**src/hw/vsc_pkg.sv**
```systemverilog
// Shared constants for the serial command port of the display driver.
package vsc_pkg;

    // Frame geometry.
    localparam int FRAME_W = 64;
    localparam int CODE_W = 3;
    localparam int SEG_W = 32;
    localparam int DIM_W = 10;
    localparam int GRIDS = 3;
    localparam int KEY_W = 37;
    localparam int KEY_MATRIX_W = 25;
    localparam int KNOBS = 3;
    localparam int KNOB_CNT_W = 3;
    localparam int ADC_W = 64;
    localparam int CNT_W = 7;

    // Field positions inside the receive shift register, newest bit at 0.
    localparam int CODE_POS = 0;
    localparam int SEG_POS = 3;
    localparam int DIM_POS = 3;

    // Function codes, value = m0 + 2*m1 + 4*m2.
    localparam logic [2:0] FN_ALL = 3'h0;
    localparam logic [2:0] FN_G1 = 3'h1;
    localparam logic [2:0] FN_G2 = 3'h2;
    localparam logic [2:0] FN_G3 = 3'h3;
    localparam logic [2:0] FN_DIM = 3'h4;
    localparam logic [2:0] FN_STOP = 3'h5;
    localparam logic [2:0] FN_KEYS = 3'h6;
    localparam logic [2:0] FN_ADC = 3'h7;

    // Dimming limits and reset values.
    localparam logic [9:0] DIM_LIMIT = 10'h3f8;
    localparam logic [9:0] DIM_RESET = 10'h000;
    localparam logic [9:0] PWM_LAST = 10'h3ff;
    localparam logic [2:0] CATHODE_OFF = 3'h7;
    localparam int BIT_DIV = 4;

    // Register map, byte addresses on the APB.
    localparam int ADDR_W = 8;
    localparam logic [7:0] ADDR_STATUS = 8'h00;
    localparam logic [7:0] ADDR_CONFIG = 8'h04;
    localparam logic [7:0] ADDR_PAT1 = 8'h08;
    localparam logic [7:0] ADDR_PAT2 = 8'h0c;
    localparam logic [7:0] ADDR_PAT3 = 8'h10;
    localparam int CFG_TRIPLEX = 0;
    localparam int CFG_SCAN_START = 1;
    localparam logic CFG_TRIPLEX_RESET = 1'b1;
    localparam int ST_RUN = 10;
    localparam int ST_ALERT = 11;
    localparam int ST_ARMED = 12;
    localparam int ST_SEND = 13;
    localparam int ST_OE = 14;

endpackage : vsc_pkg

```
**src/hw/vsc_disp_if.sv**
```systemverilog
// Display data passed from the command port to the dimming driver.
`timescale 1ns/1ps
interface vsc_disp_if;
    logic [2:0][31:0] pattern;
    logic [9:0] duty;
    logic triplex;
    logic [31:0] anode;
    logic [2:0] cathode;

    modport ctrl (output pattern, output duty, output triplex,
        input anode, input cathode);
    modport drive (input pattern, input duty, input triplex,
        output anode, output cathode);
endinterface : vsc_disp_if

```
**src/hw/vsc_dimmer.sv**
```systemverilog
// Grid multiplexer with digital dimming duty for the anode drivers.
`timescale 1ns/1ps
module vsc_dimmer #(
    parameter int BIT_DIV = vsc_pkg::BIT_DIV
) (
    input wire logic clk,
    input wire logic rst_b,
    vsc_disp_if.drive disp
);
    typedef struct packed {
        logic [15:0] div;
        logic [9:0] pwm;
        logic [1:0] grid;
        logic [31:0] anode;
        logic [2:0] cathode;
    } vsc_dim_type;

    vsc_dim_type st;
    vsc_dim_type next_st;
    logic tick;
    logic lit;
    logic [9:0] duty;
    logic [1:0] last_grid;

    always_comb begin
        next_st = st;
        tick = (st.div == 16'(BIT_DIV - 1));
        last_grid = disp.triplex ? 2'h2 : 2'h1;
        if (disp.duty >= vsc_pkg::DIM_LIMIT) begin
            duty = vsc_pkg::DIM_LIMIT;
        end else begin
            duty = disp.duty;
        end
        lit = (st.pwm < duty);
        next_st.div = tick ? 16'h0000 : st.div + 16'h0001;
        if (tick) begin
            next_st.pwm = st.pwm + 10'h001;
            if (st.pwm == vsc_pkg::PWM_LAST) begin
                next_st.grid = (st.grid >= last_grid) ? 2'h0 :
                    st.grid + 2'h1;
            end
        end
        if (lit) begin
            next_st.anode = disp.pattern[st.grid];
            next_st.cathode = ~(3'h1 << st.grid);
        end else begin
            next_st.anode = 32'h00000000;
            next_st.cathode = vsc_pkg::CATHODE_OFF;
        end
    end

    always_ff @(posedge clk or negedge rst_b) begin
        if (!rst_b) begin
            st <= '0;
            st.cathode <= vsc_pkg::CATHODE_OFF;
        end else begin
            st <= next_st;
        end
    end

    assign disp.anode = st.anode;
    assign disp.cathode = st.cathode;
endmodule : vsc_dimmer

```
**src/hw/vsc_pin_sync.sv**
```systemverilog
// Two flip-flop synchroniser for asynchronous pin inputs.
`timescale 1ns/1ps
module vsc_pin_sync #(
    parameter int W = 3
) (
    input wire logic clk,
    input wire logic rst_b,
    input wire logic [W-1:0] d,
    output logic [W-1:0] q
);
    typedef struct packed {
        logic [W-1:0] s1;
        logic [W-1:0] s2;
    } vsc_sync_type;

    vsc_sync_type st;
    vsc_sync_type next_st;

    always_comb begin
        next_st.s1 = d;
        next_st.s2 = st.s1;
    end

    always_ff @(posedge clk or negedge rst_b) begin
        if (!rst_b) begin
            st <= '0;
        end else begin
            st <= next_st;
        end
    end

    assign q = st.s2;
endmodule : vsc_pin_sync

```
**src/hw/vsc_port.sv**
```systemverilog
// Serial command port with APB status access for the display driver.
//
// Functional notes
// Reset clears every shift register and data latch to zero.
// Reset sets the dimming duty to zero.
// After reset anodes low, cathodes high, scan lines low, alert low.
// Serial bits count only while select is high.
// Data bits are sampled on each rising serial clock edge.
// Select falling moves the frame into the latch chosen by the code.
// Host sends the function code right after the payload in one frame.
// Readout bits leave the shift register on rising serial clock edges.
// Host sends readout code, toggles select, then clocks data out.
// Select falling after a readout returns the data line to input.
// A lone key scan stop code halts scanning at once.
// Codes decode to all grids, grid 1, 2, dimming, stop, keys.
// Code with bits 0 and 1 set loads only grid 3.
// Code zero copies the pattern into all three grid latches.
// Codes one to three load only the selected grid latch.
// Segment frame is 35 bits; pattern bit n drives anode n high.
// Dimming frame is 13 bits, value least significant bit first.
// Grid duty is value over 1024, capped at 1016 over 1024.
// Code seven reads out the eight 8-bit converter results.
// A readout code turns the data line into an output.
// The code is the last three bits shifted before select falls.
//
// The APB interface to the registers and the address map were chosen for this implementation.
`timescale 1ns/1ps
module vsc_port #(
    parameter int BIT_DIV = vsc_pkg::BIT_DIV
) (
    input wire logic clk,
    input wire logic rst_b,
    input wire logic [7:0] paddr,
    input wire logic psel,
    input wire logic penable,
    input wire logic pwrite,
    input wire logic [31:0] pwdata,
    output logic [31:0] prdata,
    output logic pready,
    output logic pslverr,
    input wire logic ser_clk,
    input wire logic ser_sel,
    input wire logic ser_data_in,
    output logic ser_data_out,
    output logic ser_data_oe,
    input wire logic [24:0] key_matrix_bits,
    input wire logic [2:0] knob_direction_bit,
    input wire logic [8:0] knob_count_bits,
    input wire logic [63:0] converter_result_bits,
    input wire logic key_change,
    input wire logic scan_done,
    output logic keyscan_run,
    output logic host_alert,
    output logic [31:0] anode_outputs,
    output logic [2:0] cathode_drives
);
    typedef enum logic [1:0] {
        LS_RECV,
        LS_ARMED,
        LS_SEND
    } vsc_link_state_type;

    typedef struct packed {
        logic clk_prev;
        logic sel_prev;
        logic [63:0] sr;
        logic [6:0] nbits;
        logic [2:0][31:0] pattern;
        logic [9:0] duty;
        logic run;
        logic alert;
        vsc_link_state_type ls;
        logic keys;
        logic [63:0] osr;
        logic dout;
        logic oe;
        logic triplex;
        logic [31:0] prdata;
        logic pslverr;
    } vsc_port_type;

    vsc_port_type st;
    vsc_port_type next_st;
    vsc_disp_if disp ();

    logic [2:0] pins_sync;
    logic s_clk;
    logic s_sel;
    logic s_din;
    logic clk_rise;
    logic sel_fall;
    logic sel_rise;
    logic [2:0] code;
    logic [31:0] seg;
    logic [9:0] dim;
    logic [36:0] key_report;
    logic setup;
    logic access;
    logic alert_clear;

    function automatic logic [2:0] frame_code(input logic [63:0] sr);
        frame_code = {sr[vsc_pkg::CODE_POS],
            sr[vsc_pkg::CODE_POS + 1],
            sr[vsc_pkg::CODE_POS + 2]};
    endfunction : frame_code

    function automatic logic addr_mapped(input logic [7:0] a);
        addr_mapped = (a == vsc_pkg::ADDR_STATUS) ||
            (a == vsc_pkg::ADDR_CONFIG) || (a == vsc_pkg::ADDR_PAT1) ||
            (a == vsc_pkg::ADDR_PAT2) || (a == vsc_pkg::ADDR_PAT3);
    endfunction : addr_mapped

    vsc_pin_sync #(
        .W(3)
    ) u_sync (
        .clk(clk),
        .rst_b(rst_b),
        .d({ser_clk, ser_sel, ser_data_in}),
        .q(pins_sync)
    );

    vsc_dimmer #(
        .BIT_DIV(BIT_DIV)
    ) u_dimmer (
        .clk(clk),
        .rst_b(rst_b),
        .disp(disp.drive)
    );

    assign s_clk = pins_sync[2];
    assign s_sel = pins_sync[1];
    assign s_din = pins_sync[0];

    // Pattern and dimming value unpacked from the frame; key report built from the key and knob inputs.
    always_comb begin
        code = frame_code(st.sr);
        for (int k = 0; k < vsc_pkg::SEG_W; k++) begin
            seg[k] = st.sr[vsc_pkg::SEG_POS + vsc_pkg::SEG_W - 1 - k];
        end
        for (int k = 0; k < vsc_pkg::DIM_W; k++) begin
            dim[k] = st.sr[vsc_pkg::DIM_POS + vsc_pkg::DIM_W - 1 - k];
        end
        key_report = '0;
        key_report[24:0] = key_matrix_bits;
        for (int k = 0; k < vsc_pkg::KNOBS; k++) begin
            key_report[25 + 4 * k] = knob_direction_bit[k];
            key_report[26 + 4 * k] = knob_count_bits[3 * k];
            key_report[27 + 4 * k] = knob_count_bits[3 * k + 1];
            key_report[28 + 4 * k] = knob_count_bits[3 * k + 2];
        end
    end

    always_comb begin
        next_st = st;
        clk_rise = s_clk & ~st.clk_prev;
        sel_fall = ~s_sel & st.sel_prev;
        sel_rise = s_sel & ~st.sel_prev;
        setup = psel & ~penable;
        access = psel & penable;
        alert_clear = 1'b0;
        next_st.clk_prev = s_clk;
        next_st.sel_prev = s_sel;
        unique case (st.ls)
            LS_RECV: begin
                if (s_sel && clk_rise) begin
                    next_st.sr = {st.sr[62:0], s_din};
                    if (st.nbits != 7'h7f) begin
                        next_st.nbits = st.nbits + 7'h01;
                    end
                end
                if (sel_fall) begin
                    next_st.nbits = 7'h00;
                    if (st.nbits >= 7'(vsc_pkg::CODE_W)) begin
                        unique case (code)
                            vsc_pkg::FN_ALL: begin
                                for (int g = 0; g < vsc_pkg::GRIDS; g++) begin
                                    next_st.pattern[g] = seg;
                                end
                            end
                            vsc_pkg::FN_G1: begin
                                next_st.pattern[0] = seg;
                            end
                            vsc_pkg::FN_G2: begin
                                next_st.pattern[1] = seg;
                            end
                            vsc_pkg::FN_G3: begin
                                next_st.pattern[2] = seg;
                            end
                            vsc_pkg::FN_DIM: begin
                                next_st.duty = dim;
                            end
                            vsc_pkg::FN_STOP: begin
                                next_st.run = 1'b0;
                            end
                            vsc_pkg::FN_KEYS: begin
                                next_st.ls = LS_ARMED;
                                next_st.keys = 1'b1;
                                next_st.oe = 1'b1;
                                alert_clear = 1'b1;
                            end
                            vsc_pkg::FN_ADC: begin
                                next_st.ls = LS_ARMED;
                                next_st.keys = 1'b0;
                                next_st.oe = 1'b1;
                            end
                        endcase
                    end
                end
            end
            LS_ARMED: begin
                if (sel_rise) begin
                    next_st.ls = LS_SEND;
                    if (st.keys) begin
                        next_st.osr = {27'h0000000, key_report};
                    end else begin
                        next_st.osr = converter_result_bits;
                    end
                end
            end
            LS_SEND: begin
                if (s_sel && clk_rise) begin
                    next_st.dout = st.osr[0];
                    next_st.osr = {1'b0, st.osr[63:1]};
                end
                if (sel_fall) begin
                    next_st.ls = LS_RECV;
                    next_st.oe = 1'b0;
                    next_st.dout = 1'b0;
                end
            end
        endcase
        if (alert_clear) begin
            next_st.alert = 1'b0;
        end
        if (scan_done) begin
            next_st.alert = 1'b1;
        end
        if (key_change) begin
            next_st.run = 1'b1;
        end
        if (setup) begin
            next_st.pslverr = ~addr_mapped(paddr);
            next_st.prdata = 32'h00000000;
            unique case (paddr)
                vsc_pkg::ADDR_STATUS: begin
                    next_st.prdata[9:0] = st.duty;
                    next_st.prdata[vsc_pkg::ST_RUN] = st.run;
                    next_st.prdata[vsc_pkg::ST_ALERT] = st.alert;
                    next_st.prdata[vsc_pkg::ST_ARMED] = (st.ls == LS_ARMED);
                    next_st.prdata[vsc_pkg::ST_SEND] = (st.ls == LS_SEND);
                    next_st.prdata[vsc_pkg::ST_OE] = st.oe;
                end
                vsc_pkg::ADDR_CONFIG: begin
                    next_st.prdata[vsc_pkg::CFG_TRIPLEX] = st.triplex;
                end
                vsc_pkg::ADDR_PAT1: begin
                    next_st.prdata = st.pattern[0];
                end
                vsc_pkg::ADDR_PAT2: begin
                    next_st.prdata = st.pattern[1];
                end
                vsc_pkg::ADDR_PAT3: begin
                    next_st.prdata = st.pattern[2];
                end
                default: begin
                    next_st.prdata = 32'h00000000;
                end
            endcase
        end
        if (access && pwrite && paddr == vsc_pkg::ADDR_CONFIG) begin
            next_st.triplex = pwdata[vsc_pkg::CFG_TRIPLEX];
            if (pwdata[vsc_pkg::CFG_SCAN_START]) begin
                next_st.run = 1'b1;
            end
        end
    end

    always_ff @(posedge clk or negedge rst_b) begin
        if (!rst_b) begin
            st <= '0;
            st.duty <= vsc_pkg::DIM_RESET;
            st.ls <= LS_RECV;
            st.triplex <= vsc_pkg::CFG_TRIPLEX_RESET;
        end else begin
            st <= next_st;
        end
    end

    assign disp.pattern = st.pattern;
    assign disp.duty = st.duty;
    assign disp.triplex = st.triplex;
    assign anode_outputs = disp.anode;
    assign cathode_drives = disp.cathode;
    assign keyscan_run = st.run;
    assign host_alert = st.alert;
    assign ser_data_out = st.dout;
    assign ser_data_oe = st.oe;
    assign prdata = st.prdata;
    assign pslverr = st.pslverr;
    assign pready = access;

endmodule : vsc_port

```
**config.mk**
```make
export PLATFORM = sky130hd
export DESIGN_NAME = vsc_port
export DESIGN_NICKNAME = d
export VERILOG_FILES = /design/src/hw/vsc_pkg.sv /design/src/hw/vsc_disp_if.sv /design/src/hw/vsc_dimmer.sv /design/src/hw/vsc_pin_sync.sv /design/src/hw/vsc_port.sv
export SDC_FILE = /design/constraint.sdc
export NUM_CORES = 1
export LEC_CHECK = 0
export ABC_CLOCK_PERIOD_IN_PS = 5380
export BUFFER_PORTS_ARGS = -buffer_cell sky130_fd_sc_hd__buf_2
export CORE_AREA = 3 3 171 173
export CTS_BUF_LIST = sky130_fd_sc_hd__clkbuf_8 sky130_fd_sc_hd__clkbuf_16
export DETAILED_ROUTE_END_ITERATION = 7
export DIE_AREA = 0 0 174 176
export PLACE_DENSITY = 0.81
export SLEW_MARGIN = 20
export SYNTH_ARGS = -nofsm -noshare
export SYNTH_HDL_FRONTEND = slang
export SYNTH_SLANG_ARGS = --single-unit
export TNS_END_PERCENT = 20
```
**constraint.sdc**
```tcl
create_clock -name clk -period 5.38 [get_ports clk]
set_clock_uncertainty 0.1 [all_clocks]
set_input_delay 0.269 -clock clk [delete_from_list [all_inputs] [get_ports clk]]
set_output_delay 0.269 -clock clk [all_outputs]
set_load 0.1 [all_outputs]
```
==> run metrics <==
filler instances=2,118; Core Footprint=0.0278 sq mm; mapped cell area=0.0157 sq mm; gr usage total=roughly 23%; sequential area share after synthesis=51.5%; Slew Limit Fails=0; largest net degree at the start of global routing=133; top post-synthesis cells by area=dfrtp_1 51%, mux2_2 14%, mux2i_1 6.6%; vias per inst=around 5.9; status=complete, no violations; RSZ-0062 raised after global routing=no; drt total wl=35.4 mm; power share of the clock group=34.8%; Port Buffer Count=about 190; Place WS=2.17 ns; Clk Latency, worst-skew pair=0.53 ns; Post-Synthesis Cells=1,334; Hold Path Depth=3; setup violators final=0; DIE HEIGHT=around 180 microns; die area=0.0306 sq mm; P_leak=8.56 nW; clock sink total=324; Initial Utilization=~57%; P_int=4.97 mW; Critical Path End Type=flop; Boundary Pins=224; Cell Pwr Density=392 mW/mm^2; YS warnings=0; CP Launch Point=st[101]$_DFFE_PN0P_; Final WS setup=between 2 and 2.5 ns; reg2reg setup slack=2.07 ns; Synth area leader=dfrtp_1; fmax=around 300 MHz; post-layout min period=3.31 ns; maxcap violations=0; Reg-to-Reg End=keyscan_run$_DFF_PN0_; combinational power share=21.1%; maximum clock path buffer count=3; Die X=174 microns; antenna violations before repair=2; WP data required=5.69 ns; Sequential Power Share=44.0%; crit path max fanout=10; detailed placer's ending HPWL=approximately 22 mm; Post-synth EDFFs=0; DRT antenna net count=0; setup_tns=0 ns; Hold Startpoint=converter_result_bits[45]; Reg2Reg Depth=7; global placement routability congestion=0.838; CP arrival=3.62 ns; CTS tree=yes; Starting DRT DRC Count=around 840; post-synthesis async set-or-reset flop share=100%; capture point of the critical path=keyscan_run$_DFF_PN0_; FP Rows=61; WL/cell=19.0 microns; most frequent cells in the layout=318 x dfrtp_1, 200 x mux2_2, 192 x buf_2, 109 x nand2_1, 104 x mux2i_1; class of the worst hold path=input pin to flop; multi-input logic area=about 0.0067 sq mm; post-synthesis average cell area=11.8 sq um; syn_nets=1,507; Post-route DRC=0; VDD IR max=0.280 mV; GR Overflow Total=0; via count=between 10,000 and 15,000; distinct cell type count after synthesis=69; Tightest Pin Transition=roughly 1.1 ns; Root Driver=clkbuf_16; Nets=1,628; vias in the first global route=11,100; P_sw=2.05 mW; Final Cycle Share=61.5%; Register Area=roughly 0.008 sq mm; First-pass DRT Iterations=6; Yosys reg bits=324; r2r startpoint=st[101]$_DFFE_PN0P_; share of cells above drive strength 1=33.4%; WS Path Type=flop to flop; startpoint types=flop; TritonCTS buffer count=36; first-pass GRT wire length=a little under 60 mm; worst rel slew slack=25.9%; Synth Flop Type=dfrtp_1; Clock transition at path regs=0.06 ns; CTS resizes=0; Sw Share=29.2%; area delta synth->final=13.6%; Fin. Hold Viols=0; Yosys top cell area share=50.8%; commonest non-fill, non-tap cell in the layout=dfrtp_1; CTS HTree Levels=2
## cell families after synthesis
kind of cell	after synthesis	synth area share (%)
flops	324	51.5
mux	310	21.4
simple gates	279	8.91
compound gates	204	8.72
buf+inv	171	6.34
xor+xnor	24	1.33
fa+ha+maj	22	1.75
## Yosys cell counts (5+ instances only)
cell type	count
nand3_1	21
a22oi_1	14
xnor2_1	11
nor4_1	35
mux2_2	200
xor2_1	13
a21oi_1	40
buf_2	22
inv_1	23
buf_6	8
nor2_1	47
nand2b_1	8
nand2_1	109
nor3_1	10
mux2i_1	104
buf_4	69
and4_1	5
nand4_1	9
o21ai_0	67
a22o_1	43
ha_1	22
clkbuf_1	44
dfrtp_1	320
o2bb2ai_1	15
## state kept, by name, summed over array words and instances (netlist names)
signal,flops
code,3
disp.triplex,1
pslverr,1
st,76
u_sync.q,3
u_dimmer.disp.anode,32
disp.duty,10
ser_data_out,1
host_alert,1
disp.pattern,96
u_sync.next_st,3
prdata,32
seg,22
dim,10
keyscan_run,1
u_dimmer.st,28
ser_data_oe,1
u_dimmer.disp.cathode,3
## stage by stage
step / instance area [sq um] / util (%) / total power, mW / cells / hold slack (ns)
2_1_floorplan: 15700 / - / 4.18 / 1334 / -0.127
3_3_place_gp: 16500 / 59.3 / 4.48 / 1774 / 0.233
3_5_place_dp: 16500 / 59.3 / 4.57 / 1774 / 0.237
4_1_cts: 17900 / 64.4 / 7.06 / 1858 / 0.00243
5_1_grt: 17900 / 64.4 / 7.35 / 1859 / 0.00964
6_report: 17900 / 64.4 / 7.02 / 1859 / 0.00911
## layout make-up
type | count | area share (%)
Timing Repair Buffer | 231 | 7.41
Multi-Input combinational cell | 839 | 37.4
Antenna cell | 1 | 0.0140
Tap cell | 378 | 2.64
Clock buffer | 46 | 5.81
Clock inverter | 17 | 0.888
Sequential cell | 324 | 45.4
Inverter | 23 | 0.483
## worst max-delay path: stages (launching register included)
cell and delay, ns:
dfrtp_1 0.42, inv_1 0.13, ha_1 0.40, nand3b_1 0.29
a2111oi_0 0.63, nand2_1 0.26, a221o_1 0.39, dlygate4sd3_1 0.57
## power groups by stage
| stage | clock network, mW | registers, mW | logic [mW] |
|---|---|---|---|
| floorplan | 0 | 3.04 | 1.14 |
| global placement | 0 | 3.09 | 1.39 |
| detailed placement | 0 | 3.12 | 1.46 |
| CTS | 2.49 | 3.08 | 1.49 |
| global route | 2.60 | 3.13 | 1.62 |
| finish | 2.44 | 3.09 | 1.48 |
## worst min-delay path by stage
| stage | end | slack, ns |
|---|---|---|
| finish | st[81]$_DFFE_PN0P_ | 0.009 |
| global route | st[95]$_DFFE_PN0P_ | 0.01 |
| CTS | st[83]$_DFFE_PN0P_ | 0.002 |
| detailed placement | u_sync.q[2]$_DFF_PN0_ | 0.24 |
| global placement | u_sync.q[2]$_DFF_PN0_ | 0.23 |
| floorplan | code[0]$_DFFE_PN0P_ | -0.13 |
## routing by layer
metal  GRT usage, %  part of all wire (%)  routed length, microns  vias up
met3           4.84                   7.7                    2720       69
met1           30.3                    41                   14600     5444
met2           39.0                    49                   17200      453
met5              0                 0.037                      13        -
met4           7.21                   2.5                     898        2
li1               -                     -                       -     4961
## repair_timing
action | in CTS | in global routing
hold buffers | 21 | 0
buffers inserted | 0 | 0
hold endpoints to repair | 147 | 0
(Power assumes the default switching activity.)
